[config.mk]
export PLATFORM = sky130hd
export DESIGN_NAME = adcs_sequencer
export DESIGN_NICKNAME = d
export VERILOG_FILES = /design/src/pkg/adcs_pkg.sv /design/src/rtl/adcs_edge.sv /design/src/rtl/adcs_sequencer.sv
export SDC_FILE = /design/constraint.sdc
export NUM_CORES = 1
export LEC_CHECK = 0
export BUFFER_PORTS_ARGS = -buffer_cell sky130_fd_sc_hd__buf_2
export CORE_MARGIN = 2
export CORE_UTILIZATION = 58
export CTS_CLUSTER_SIZE = 24
export DETAILED_ROUTE_END_ITERATION = 7
export GPL_ROUTABILITY_DRIVEN = 0
export GPL_TIMING_DRIVEN = 0
export HOLD_SLACK_MARGIN = 0.06
export PLACE_DENSITY = 0.82
export RECOVER_POWER = 50
export REMOVE_ABC_BUFFERS = 1
export SYNTH_ARGS = -nofsm -noshare
export SYNTH_HDL_FRONTEND = slang
export SYNTH_HIERARCHICAL = 1
export SYNTH_SLANG_ARGS = --single-unit
[constraint.sdc]
create_clock -name CLK_SYS -period 3.5 [get_ports CLK_SYS]
set_input_delay 0.875 -clock CLK_SYS [delete_from_list [all_inputs] [get_ports CLK_SYS]]
set_output_delay 0.875 -clock CLK_SYS [all_outputs]
set_load 0.1 [all_outputs]
[src/pkg/adcs_pkg.sv]
// Contract
// - Time code selects 144..48 main-clock periods.
// - Edge field selects none, fall, rise, both.
// - Channel select at ff81, reset 00, two bits.
// - Bit 7 tried first against half reference.
// - Lower bits tried in turn, kept if input >= tap.
// - After 8 bits, result latched and irq raised.
// - Sampling lasts 20,16,12,10,8,6 periods.
// - Start delay half cpu clock plus 6-8 or 3-4.
// - Conversions repeat until enable bit cleared.
// - Reset clears result register.
// - Hardware start waits for valid trigger edge.
// - Hardware start idles after each result.
// - Channel write aborts hardware conversion, waits.
// - Enable rewrite aborts, waits next trigger.
// - Enable cleared halts conversion at once.
// - Software start converts back to back.
// - Channel write restarts software conversion.
// - Enable rewrite restarts software conversion.
// - Standby stops all conversion activity.
// - Mode register ff80, reset 00, field layout.
// - Register write beats end of conversion.
// - Result read completes before new result lands.
// - Trigger edges ignored during conversion.
package adcs_pkg;
  localparam logic [15:0] ADDR_MODE = 16'hff80;
  localparam logic [15:0] ADDR_CHAN = 16'hff81;
  localparam logic [15:0] ADDR_RESULT = 16'hff1f;
  localparam logic [15:0] ADDR_FLAG = 16'hff82;
  localparam logic [7:0] MODE_RESET = 8'h00;
  localparam logic [7:0] CHAN_RESET = 8'h00;
  localparam logic [7:0] RESULT_RESET = 8'h00;
  localparam int EN_BIT = 7;
  localparam int HW_BIT = 6;
  localparam int TIME_LSB = 3;
  localparam int EDGE_LSB = 1;
  localparam int CNT_W = 8;
  localparam int CMP_CYCLES = 2;
  localparam int DLY_LONG = 7;
  localparam int DLY_SHORT = 4;
  localparam int CPU_HALF = 1;

  typedef enum logic [2:0] {ST_IDLE, ST_WAIT, ST_DELAY, ST_SAMPLE, ST_CONV} adcs_state_t;

  typedef struct packed {
    logic we;
    logic re;
    logic [15:0] addr;
    logic [7:0] wdata;
  } adcs_bus_t;

  typedef struct packed {
    logic [CNT_W-1:0] total;
    logic [CNT_W-1:0] sample;
    logic [CNT_W-1:0] delay;
    logic legal;
  } adcs_timing_t;

  function automatic adcs_timing_t adcs_timing(input logic [2:0] code);
    adcs_timing_t t;
    t = '{total: 8'd144, sample: 8'd20, delay: 8'(CPU_HALF + DLY_LONG), legal: 1'b1};
    unique case (code)
      3'h0: t = '{total: 8'd144, sample: 8'd20, delay: 8'(CPU_HALF + DLY_LONG), legal: 1'b1};
      3'h1: t = '{total: 8'd120, sample: 8'd16, delay: 8'(CPU_HALF + DLY_LONG), legal: 1'b1};
      3'h2: t = '{total: 8'd96, sample: 8'd12, delay: 8'(CPU_HALF + DLY_LONG), legal: 1'b1};
      3'h4: t = '{total: 8'd72, sample: 8'd10, delay: 8'(CPU_HALF + DLY_SHORT), legal: 1'b1};
      3'h5: t = '{total: 8'd60, sample: 8'd8, delay: 8'(CPU_HALF + DLY_SHORT), legal: 1'b1};
      3'h6: t = '{total: 8'd48, sample: 8'd6, delay: 8'(CPU_HALF + DLY_SHORT), legal: 1'b1};
      default: t.legal = 1'b0;
    endcase
    return t;
  endfunction : adcs_timing
endpackage : adcs_pkg

[src/rtl/adcs_edge.sv]
`timescale 1ns/1ps
module adcs_edge
  import adcs_pkg::*;
(
  input wire logic clk,
  input wire logic arst_n,
  input wire logic pin,
  input wire logic [1:0] sel,
  output logic hit
);
  typedef struct packed {
    logic [2:0] sync;
  } adcs_edge_st_t;
  adcs_edge_st_t s_q, s_d;
  logic rise;
  logic fall;
  // Sync stage two and three feed the detector; stage one only feeds stage two
  always_comb begin
    s_d = s_q;
    s_d.sync = {s_q.sync[1:0], pin};
    rise = s_q.sync[1] & ~s_q.sync[2];
    fall = ~s_q.sync[1] & s_q.sync[2];
    hit = (sel[0] & fall) | (sel[1] & rise);
  end
  always_ff @(posedge clk or negedge arst_n) begin
    if (!arst_n) begin
      s_q <= '0;
    end else begin
      s_q <= s_d;
    end
  end
endmodule : adcs_edge

[src/rtl/adcs_sequencer.sv]
`timescale 1ns/1ps
module adcs_sequencer
  import adcs_pkg::*;
(
  CLK_SYS,
  ARST_N,
  BUS_WE,
  BUS_RE,
  BUS_ADDR,
  BUS_WDATA,
  BUS_RDATA,
  FLAG_CLR,
  STANDBY,
  TRIGGER_PIN,
  CMP_GE,
  TAP_CODE,
  CHANNEL_SEL,
  SAMPLE_EN,
  CONV_BUSY,
  CONV_END_IRQ,
  CONV_END_FLAG
);
  input wire logic CLK_SYS;
  input wire logic ARST_N;
  input wire logic BUS_WE;
  input wire logic BUS_RE;
  input wire logic [15:0] BUS_ADDR;
  input wire logic [7:0] BUS_WDATA;
  output logic [7:0] BUS_RDATA;
  input wire logic FLAG_CLR;
  input wire logic STANDBY;
  input wire logic TRIGGER_PIN;
  input wire logic CMP_GE;
  output logic [7:0] TAP_CODE;
  output logic [1:0] CHANNEL_SEL;
  output logic SAMPLE_EN;
  output logic CONV_BUSY;
  output logic CONV_END_IRQ;
  output logic CONV_END_FLAG;

  // ----------------------------------------
  // State
  // ----------------------------------------
  typedef struct packed {
    adcs_state_t st;
    logic [7:0] mode;
    logic [7:0] chan;
    logic [7:0] result;
    logic [7:0] successive_approx_reg;
    logic [2:0] bitn;
    logic [CNT_W-1:0] cnt;
    logic [CNT_W-1:0] step;
    logic flag;
    logic irq;
    logic [7:0] rdata;
    logic [2:0] cmp_sync;
    logic smp_en;
    logic conv_on;
  } adcs_seq_st_t;

  adcs_seq_st_t s_q, s_d;
  adcs_bus_t bus;
  adcs_timing_t tm;
  adcs_timing_t tm_nx;
  logic trig_hit;
  logic wr_mode;
  logic wr_chan;
  logic en;
  logic hw;
  logic cmp;
  logic busy;
  logic done;

  assign bus = '{we: BUS_WE, re: BUS_RE, addr: BUS_ADDR, wdata: BUS_WDATA};

  adcs_edge u_edge (
    .clk(CLK_SYS),
    .arst_n(ARST_N),
    .pin(TRIGGER_PIN),
    .sel(s_q.mode[EDGE_LSB +: 2]),
    .hit(trig_hit)
  );

  // ----------------------------------------
  // Next state
  // ----------------------------------------
  always_comb begin
    s_d = s_q;
    s_d.irq = 1'b0;
    s_d.cmp_sync = {s_q.cmp_sync[1:0], CMP_GE};
    cmp = s_q.cmp_sync[2];
    tm = adcs_timing(s_q.mode[TIME_LSB +: 3]);
    wr_mode = bus.we && bus.addr == ADDR_MODE;
    wr_chan = bus.we && bus.addr == ADDR_CHAN;
    en = s_q.mode[EN_BIT];
    hw = s_q.mode[HW_BIT];
    busy = s_q.st inside {ST_DELAY, ST_SAMPLE, ST_CONV};
    done = 1'b0;
    // Reads return the old result even in the edge that lands a new one
    unique case (bus.addr)
      ADDR_MODE: s_d.rdata = s_q.mode;
      ADDR_CHAN: s_d.rdata = s_q.chan;
      ADDR_RESULT: s_d.rdata = s_q.result;
      ADDR_FLAG: s_d.rdata = {7'h00, s_q.flag};
      default: s_d.rdata = 8'h00;
    endcase
    if (!bus.re) begin
      s_d.rdata = s_q.rdata;
    end
    unique case (s_q.st)
      ST_IDLE: begin
        s_d.st = ST_IDLE;
      end
      ST_WAIT: begin
        if (trig_hit) begin
          s_d.st = ST_DELAY;
          s_d.cnt = '0;
        end
      end
      ST_DELAY: begin
        s_d.cnt = s_q.cnt + 8'h01;
        if (s_q.cnt + 8'h01 >= tm.delay) begin
          s_d.st = ST_SAMPLE;
          s_d.cnt = '0;
        end
      end
      ST_SAMPLE: begin
        s_d.cnt = s_q.cnt + 8'h01;
        if (s_q.cnt + 8'h01 >= tm.sample) begin
          s_d.st = ST_CONV;
          s_d.cnt = '0;
          s_d.bitn = 3'h7;
          s_d.successive_approx_reg = 8'h80;
          // Step rounds down, so a conversion may finish up to 6 periods early
          s_d.step = 8'((tm.total - tm.sample) >> 3);
        end
      end
      ST_CONV: begin
        s_d.cnt = s_q.cnt + 8'h01;
        if (s_q.cnt + 8'h01 >= s_q.step) begin
          s_d.cnt = '0;
          s_d.successive_approx_reg[s_q.bitn] = cmp;
          if (s_q.bitn == 3'h0) begin
            done = 1'b1;
          end else begin
            s_d.bitn = s_q.bitn - 3'h1;
            s_d.successive_approx_reg[s_q.bitn - 3'h1] = 1'b1;
          end
        end
      end
      default: s_d.st = ST_IDLE;
    endcase
    // Write wins over the end of a conversion
    if (done && !wr_mode && !wr_chan && !STANDBY) begin
      s_d.result = s_d.successive_approx_reg;
      s_d.irq = 1'b1;
      s_d.flag = 1'b1;
      s_d.st = hw ? ST_WAIT : ST_DELAY;
      s_d.cnt = '0;
    end else if (FLAG_CLR) begin
      s_d.flag = 1'b0;
    end
    if (wr_chan) begin
      s_d.chan = {6'h00, bus.wdata[1:0]};
      if (en && busy) begin
        s_d.st = hw ? ST_WAIT : ST_DELAY;
        s_d.cnt = '0;
      end
    end
    if (wr_mode) begin
      s_d.mode = {bus.wdata[7:1], 1'b0};
      // Time code is taken as written; software stops first when it changes it
      if (!bus.wdata[EN_BIT]) begin
        s_d.st = ST_IDLE;
      end else if (bus.wdata[HW_BIT]) begin
        if (busy || !en || s_q.st == ST_IDLE) begin
          s_d.st = ST_WAIT;
        end
      end else if (busy || !en || s_q.st == ST_IDLE || s_q.st == ST_WAIT) begin
        s_d.st = ST_DELAY;
        s_d.cnt = '0;
      end
    end
    tm_nx = adcs_timing(s_d.mode[TIME_LSB +: 3]);
    if (s_d.st != ST_IDLE && !tm_nx.legal) begin
      s_d.st = ST_IDLE;
    end
    if (STANDBY) begin
      s_d.st = ST_IDLE;
      s_d.irq = 1'b0;
    end
    // Status pins are registered copies of the next state, so they leave a flop
    s_d.smp_en = s_d.st == ST_SAMPLE;
    s_d.conv_on = s_d.st == ST_CONV;
  end

  always_ff @(posedge CLK_SYS or negedge ARST_N) begin
    if (!ARST_N) begin
      s_q <= '{st: ST_IDLE, mode: MODE_RESET, chan: CHAN_RESET, result: RESULT_RESET,
               successive_approx_reg: 8'h00, bitn: 3'h0, cnt: '0, step: '0, flag: 1'b0, irq: 1'b0,
               rdata: 8'h00, cmp_sync: 3'h0, smp_en: 1'b0, conv_on: 1'b0};
    end else begin
      s_q <= s_d;
    end
  end

  // ----------------------------------------
  // Outputs
  // ----------------------------------------
  assign BUS_RDATA = s_q.rdata;
  assign TAP_CODE = s_q.successive_approx_reg;
  assign CHANNEL_SEL = s_q.chan[1:0];
  assign SAMPLE_EN = s_q.smp_en;
  assign CONV_BUSY = s_q.conv_on;
  assign CONV_END_IRQ = s_q.irq;
  assign CONV_END_FLAG = s_q.flag;

  // ----------------------------------------
  // Checks
  // ----------------------------------------
  idle_when_off_a: assert property (@(posedge CLK_SYS) disable iff (!ARST_N)
    $past(wr_mode) && !$past(BUS_WDATA[EN_BIT]) |-> s_q.st == ST_IDLE)
    else $error("conversion still running after disable");
  standby_stop_a: assert property (@(posedge CLK_SYS) disable iff (!ARST_N)
    $past(STANDBY) |-> s_q.st == ST_IDLE && !CONV_END_IRQ)
    else $error("activity during standby");
  irq_result_a: assert property (@(posedge CLK_SYS) disable iff (!ARST_N)
    CONV_END_IRQ |-> s_q.result == $past(s_d.successive_approx_reg) && s_q.flag)
    else $error("irq without result latch");
  write_wins_a: assert property (@(posedge CLK_SYS) disable iff (!ARST_N)
    (wr_mode || wr_chan) && !STANDBY |=> !CONV_END_IRQ)
    else $error("completion taken despite register write");
  flag_sticky_a: assert property (@(posedge CLK_SYS) disable iff (!ARST_N)
    s_q.flag && !FLAG_CLR |=> s_q.flag)
    else $error("end flag lost");
  msb_first_a: assert property (@(posedge CLK_SYS) disable iff (!ARST_N)
    s_q.st == ST_SAMPLE && s_d.st == ST_CONV |=> s_q.successive_approx_reg == 8'h80 && s_q.bitn == 3'h7)
    else $error("approximation not started at msb");
  hw_idle_a: assert property (@(posedge CLK_SYS) disable iff (!ARST_N)
    CONV_END_IRQ && hw |-> s_q.st == ST_WAIT)
    else $error("hardware start did not return to wait");
  sw_repeat_a: assert property (@(posedge CLK_SYS) disable iff (!ARST_N)
    CONV_END_IRQ && !hw |-> s_q.st == ST_DELAY)
    else $error("software start did not repeat");
  trig_ignored_a: assert property (@(posedge CLK_SYS) disable iff (!ARST_N)
    s_q.st == ST_CONV && trig_hit && !wr_mode && !wr_chan && !STANDBY && !done |=> s_q.st == ST_CONV)
    else $error("trigger disturbed conversion");
  chan_clean_a: assert property (@(posedge CLK_SYS) disable iff (!ARST_N)
    wr_chan |=> s_q.chan[7:2] == 6'h00 && s_q.chan[1:0] == $past(BUS_WDATA[1:0]))
    else $error("channel register wrong");
  irq_pulse_a: assert property (@(posedge CLK_SYS) disable iff (!ARST_N)
    CONV_END_IRQ |=> !CONV_END_IRQ)
    else $error("end pulse longer than one cycle");
  result_hold_a: assert property (@(posedge CLK_SYS) disable iff (!ARST_N)
    !CONV_END_IRQ |-> $stable(s_q.result))
    else $error("result changed without end pulse");
  flag_clear_a: assert property (@(posedge CLK_SYS) disable iff (!ARST_N)
    s_q.flag && FLAG_CLR && !done |=> !s_q.flag)
    else $error("end flag not cleared");
  delay_cnt_a: assert property (@(posedge CLK_SYS) disable iff (!ARST_N)
    s_q.st == ST_DELAY |-> s_q.cnt < tm.delay)
    else $error("start delay overrun");
  sample_cnt_a: assert property (@(posedge CLK_SYS) disable iff (!ARST_N)
    s_q.st == ST_SAMPLE |-> s_q.cnt < tm.sample)
    else $error("sampling overrun");
  step_cnt_a: assert property (@(posedge CLK_SYS) disable iff (!ARST_N)
    s_q.st == ST_CONV |-> s_q.cnt < s_q.step)
    else $error("bit step overrun");
  wait_stay_a: assert property (@(posedge CLK_SYS) disable iff (!ARST_N)
    s_q.st == ST_WAIT && !trig_hit && !wr_mode && !STANDBY |=> s_q.st == ST_WAIT)
    else $error("left wait without trigger");
  trig_start_a: assert property (@(posedge CLK_SYS) disable iff (!ARST_N)
    s_q.st == ST_WAIT && trig_hit && !wr_mode && !STANDBY |=> s_q.st == ST_DELAY && s_q.cnt == '0)
    else $error("trigger did not start conversion");
  chan_abort_a: assert property (@(posedge CLK_SYS) disable iff (!ARST_N)
    wr_chan && en && busy && !STANDBY |=> s_q.st == (hw ? ST_WAIT : ST_DELAY))
    else $error("channel write did not abort");
  mode_layout_a: assert property (@(posedge CLK_SYS) disable iff (!ARST_N)
    wr_mode |=> s_q.mode == {$past(BUS_WDATA[7:1]), 1'b0})
    else $error("mode register wrong");
  hw_restart_a: assert property (@(posedge CLK_SYS) disable iff (!ARST_N)
    wr_mode && BUS_WDATA[EN_BIT] && BUS_WDATA[HW_BIT] && busy && tm_nx.legal && !STANDBY |=> s_q.st == ST_WAIT)
    else $error("enable rewrite did not discard hardware conversion");
  sw_restart_a: assert property (@(posedge CLK_SYS) disable iff (!ARST_N)
    wr_mode && BUS_WDATA[EN_BIT] && !BUS_WDATA[HW_BIT] && busy && tm_nx.legal && !STANDBY
    |=> s_q.st == ST_DELAY && s_q.cnt == '0)
    else $error("enable rewrite did not restart conversion");
  bit_step_a: assert property (@(posedge CLK_SYS) disable iff (!ARST_N)
    s_q.st == ST_CONV && s_d.st == ST_CONV && s_q.bitn != 3'h0 && s_q.cnt + 8'h01 >= s_q.step
    |=> s_q.bitn == $past(s_q.bitn) - 3'h1 && s_q.cnt == '0)
    else $error("bit decision out of order");
  idle_stays_a: assert property (@(posedge CLK_SYS) disable iff (!ARST_N)
    s_q.st == ST_IDLE && !wr_mode |=> s_q.st == ST_IDLE)
    else $error("converter woke without mode write");
  en_off_idle_a: assert property (@(posedge CLK_SYS) disable iff (!ARST_N)
    !en |-> s_q.st == ST_IDLE)
    else $error("activity with enable cleared");
  sw_no_wait_a: assert property (@(posedge CLK_SYS) disable iff (!ARST_N)
    en && !hw |-> s_q.st != ST_WAIT)
    else $error("software start waiting for trigger");
  rdata_hold_a: assert property (@(posedge CLK_SYS) disable iff (!ARST_N)
    !BUS_RE |=> $stable(BUS_RDATA))
    else $error("read data changed without read");
  standby_keep_a: assert property (@(posedge CLK_SYS) disable iff (!ARST_N)
    STANDBY |=> $stable(s_q.result))
    else $error("result latched during standby");
endmodule : adcs_sequencer

==> results.txt <==
----------------------------------------------------
[STA]
  Maximum achievable frequency ... slightly above 0.3 GHz
  Slew at the pin with the worst max-slew slack ... around 1.5 ns
  Final min period ... 3.29 ns
  Final hold violation count ... 0
  Count of pins over their slew limit ... 0
  Skew final ... roughly 0.011 ns
  Max transition margin ... 0.347%
  Setup repair after global routing missed its margin ... false
  Worst hold slack after final layout ... between 0.3 and 0.4 ns
  Count of final setup violators ... 0
  Post-route fraction of the period consumed by the critical path ... between 90 and 100%
  Minimum setup slack in the final design ... between 0.2 and 0.25 ns

[Worst setup path]
  Slowest cell on the critical path ... dfrtp_1
  Capture point of the worst reg-to-reg path ... s_q[49]
  Origin of the worst setup path ... s_q[23]
  Worst path required time ... between 3 and 4 ns
  Setup Crit Path Kind ... reg2reg
  Worst path max stage delay ... approximately 0.46 ns
  Crit start category ... register
  Startpoint of the worst-slack reg-to-reg timing path ... s_q[23]
  Biggest fanout along the worst timing path ... 13
  Ordered list of cells on the worst path ... ha_1, and2b_1, or2_2, ha_1, and3_1, o311a_1, o21ai_0, o21ai_2, a211oi_1, o21ai_0
  Worst reg-to-reg path cell count ... 10
  Worst Setup End Kind ... register
  Reg2Reg Setup Slack ... ~0.21 ns
  Crit path arrival time ... about 3.5 ns
  End point of the critical path ... s_q[49]

[Die]
  Starting utilization of the core area ... 59.0%
  Cell row count ... 30
  Die area ... about 7500 µm²
  Top-Level Pins ... 54
  Die extent in x ... 86.4 µm
  Standard cell core area ... between 6000 and 7000 µm²
  Height of the die ... just under 90 µm

[Synth]
  Most instantiated flip-flop cell in the synthesis netlist ... dfrtp_1
  Count of flip-flops with a built-in enable after synthesis ... 0
  Synthesis Warnings ... 6
  Sequential fraction of the synthesis area ... between 30% and 40%
  Number of flip-flops and latches in the synthesized netlist ... 62
  Post-synth ARST share ... between 90% and 100%
  Number of standard cells after synthesis ... ~420
  Number of distinct library cell variants in the gate-level netlist after synthesis ... 72
  Combined area of all synthesized cells ... roughly 3900 µm²
  Post-synthesis area per instance ... around 9.4 µm²

[Hold path]
  Number of cells on the worst hold path ... 0
  Kind of path behind the tightest hold check ... reg2reg

[Power]
  Power density of the placed cells ... ~380 nW/µm²
  Static Leak ... around 2.0 nW
  VDD IR max ... about 0.00029 V

[Global route]
  Aggregate global routing overflow ... 0
  Gr usage total ... between 20% and 30%
  Vias in the first global route ... between 3000 and 4000
  Pin count of the biggest net entering global routing ... 63
  Wire length of the first global-routing pass ... 14.6 mm
  Number of antenna violations at the first check in global routing ... 0

[Drt]
  Antenna Violating Nets Remaining ... 0
  WL final ... 8.92 mm
  Vias per inst ... just over 6
  Length of the first detailed-routing pass in iterations ... 5
  Overall via count from detail_route ... between 3000 and 4000
  Starting DRT DRC Count ... approximately 220
  Residual DRC count ... 0
  Detailed-route wire length per cell ... between 15 and 20 µm

[Placed design]
  Total half-perimeter wirelength after legalization and detailed placement ... 6.48 mm
  Total cell area at the placement stage ... slightly above 4000 µm²
  Number of buffers inserted by port buffering ... 53
  Placement-stage worst setup slack ... around 0.12 ns

[Clock tree]
  Clock transition at the register clock pins on the worst setup and hold paths after CTS ... ~0.080 ns
  Deepest clock path buffer count ... 2
  Clk Tree Root Cell ... clkbuf_8
  # H-tree levels ... 3
  TritonCTS clock tree ... built
  Clock Latency Late Sink ... 0.35 ns
  Number of buffers inserted during clock tree synthesis ... 9
  Total number of clock tree sinks ... 62

[Layout]
  Total inserted antenna cells ... 0
  Layout cell share with drive strength beyond 1 ... a little under a quarter
  Signed area change from the synthesized netlist to the final layout ... 10.2%
  Final core occ ... roughly two thirds
  Design area ... ~4300 µm²
  Nets@finish ... 500

[Flow run]
  Max-Cap Viols ... 1

[Outcome]
  Violated checks ... capacitance limit
  Run status ... finished, violations left

----------------------------------------------------
final cells by class:
cell class	instances	area, µm²
Fill cell	520	2340
Timing Repair Buffer	56	283
Sequential cell	62	1550
Inverter	30	113
Clock buffer	9	124
Multi-Input combinational cell	292	2070
Tap cell	80	100
Clock inverter	7	103
how the worst min path moves through the flow:
stage	end	from
after floorplan	cmp	s_d[4]
after global placement	s_d[4]	s_d[3]
after detailed placement	u_edge/s_q[1]	u_edge/s_q[0]
after CTS	u_edge/s_q[1]	u_edge/s_q[0]
after global routing	u_edge/s_q[1]	u_edge/s_q[0]
final	u_edge/s_q[1]	u_edge/s_q[0]
kinds of logic after synthesis:
group                      after synthesis  share of synthesized area [%]
xor gates and xnor gates                 6                           1.33
AOI/OAI and AO/OA                      122                           22.4
muxes                                   20                           5.55
adders and majority gates               17                           5.40
and+or+nand+nor                        127                           17.5
buffers and inverters                   67                           8.47
DFF                                     62                           39.4
cell usage in the layout (no fill, tap or decap), types with 6 or more instances in the layout:
cell,count
dfrtp_1,62
mux2_2,15
nor3_1,7
o22ai_1,11
a21oi_1,21
buf_2,48
inv_1,29
a22oi_1,8
nand2b_1,10
a31oi_1,6
o21ai_0,18
nand2_1,35
ha_1,17
clkbuf_8,9
nor2_1,28
nor2b_1,7
Yosys cell counts (3+ instances only):
cell / number / share of area [%]
a211oi_1: 4 / 0.76
a21oi_1: 21 / 2.7
a22oi_1: 8 / 1.5
a31oi_1: 6 / 0.95
a32oi_1: 3 / 0.67
and2_1: 4 / 0.63
and3_1: 5 / 0.79
buf_2: 3 / 0.38
buf_4: 19 / 3.6
clkbuf_1: 14 / 1.3
dfrtp_1: 62 / 39
ha_1: 17 / 5.4
inv_1: 29 / 2.8
mux2_2: 15 / 4.3
mux2i_1: 5 / 1.3
nand2_1: 35 / 3.3
nand2b_1: 10 / 1.6
nand3_1: 5 / 0.63
nand3b_1: 3 / 0.57
nor2_1: 28 / 2.7
nor2b_1: 7 / 1.1
nor3_1: 8 / 1.0
o211ai_1: 4 / 0.76
o21a_1: 4 / 0.76
o21ai_0: 18 / 2.3
o21ai_1: 4 / 0.51
o21ai_2: 3 / 0.67
o22ai_1: 11 / 1.7
o311a_1: 3 / 0.76
o311ai_0: 4 / 0.89
xnor2_1: 5 / 1.1
metal layers:
metal	track usage (%)	vias to the layer above	wire length (µm)
met5	0	-	0
met4	8.52	0	161
met3	6.10	17	531
met2	39.2	112	4400
met1	33.1	1581	3830
li1	-	1578	-
worst max-delay path, delay by kind of cell (launching register included):
| family | cells | cell delay, ns |
|---|---|---|
| AOI/OAI and AO/OA | 5 | 1.40 |
| DFF | 1 | 0.46 |
| adders and majority gates | 2 | 0.57 |
| and+or+nand+nor | 3 | 0.72 |
through the flow:
stage / total power, mW / instances / TNS [ns]
after floorplan: 0.872 / 384 / 0
after global placement: 0.930 / 517 / -1.20
after detailed placement: 0.938 / 517 / 0
after CTS: 1.67 / 533 / 0
after global routing: 1.73 / 536 / 0
final: 1.66 / 536 / 0
report_power, final:
| group | total, mW | internal, mW | leakage, nW | switching [mW] |
|---|---|---|---|---|
| registers | 0.749 | 0.729 | 0.835 | 0.0201 |
| logic | 0.176 | 0.0669 | 1.02 | 0.109 |
| clock network | 0.735 | 0.411 | 0.111 | 0.324 |
| total | 1.66 | 1.21 | 1.97 | 0.454 |
sequential cells by signal, summed over array words and instances, names as in the netlist:
| register | flops |
|---|---|
| u_edge/s_q | 3 |
| s_q | 32 |
| CHANNEL_SEL | 2 |
| en | 1 |
| SAMPLE_EN | 1 |
| CONV_BUSY | 1 |
| TAP_CODE | 8 |
| hw | 1 |
| s_d | 2 |
| cmp | 1 |
| BUS_RDATA | 8 |
| CONV_END_FLAG | 1 |
| CONV_END_IRQ | 1 |
what timing repair did:
action,CTS,global route
hold buffers,0,0
setup endpoints to repair,0,12
gates resized for setup,0,4
buffers inserted,0,3
Power figures use the tool's default switching activity.
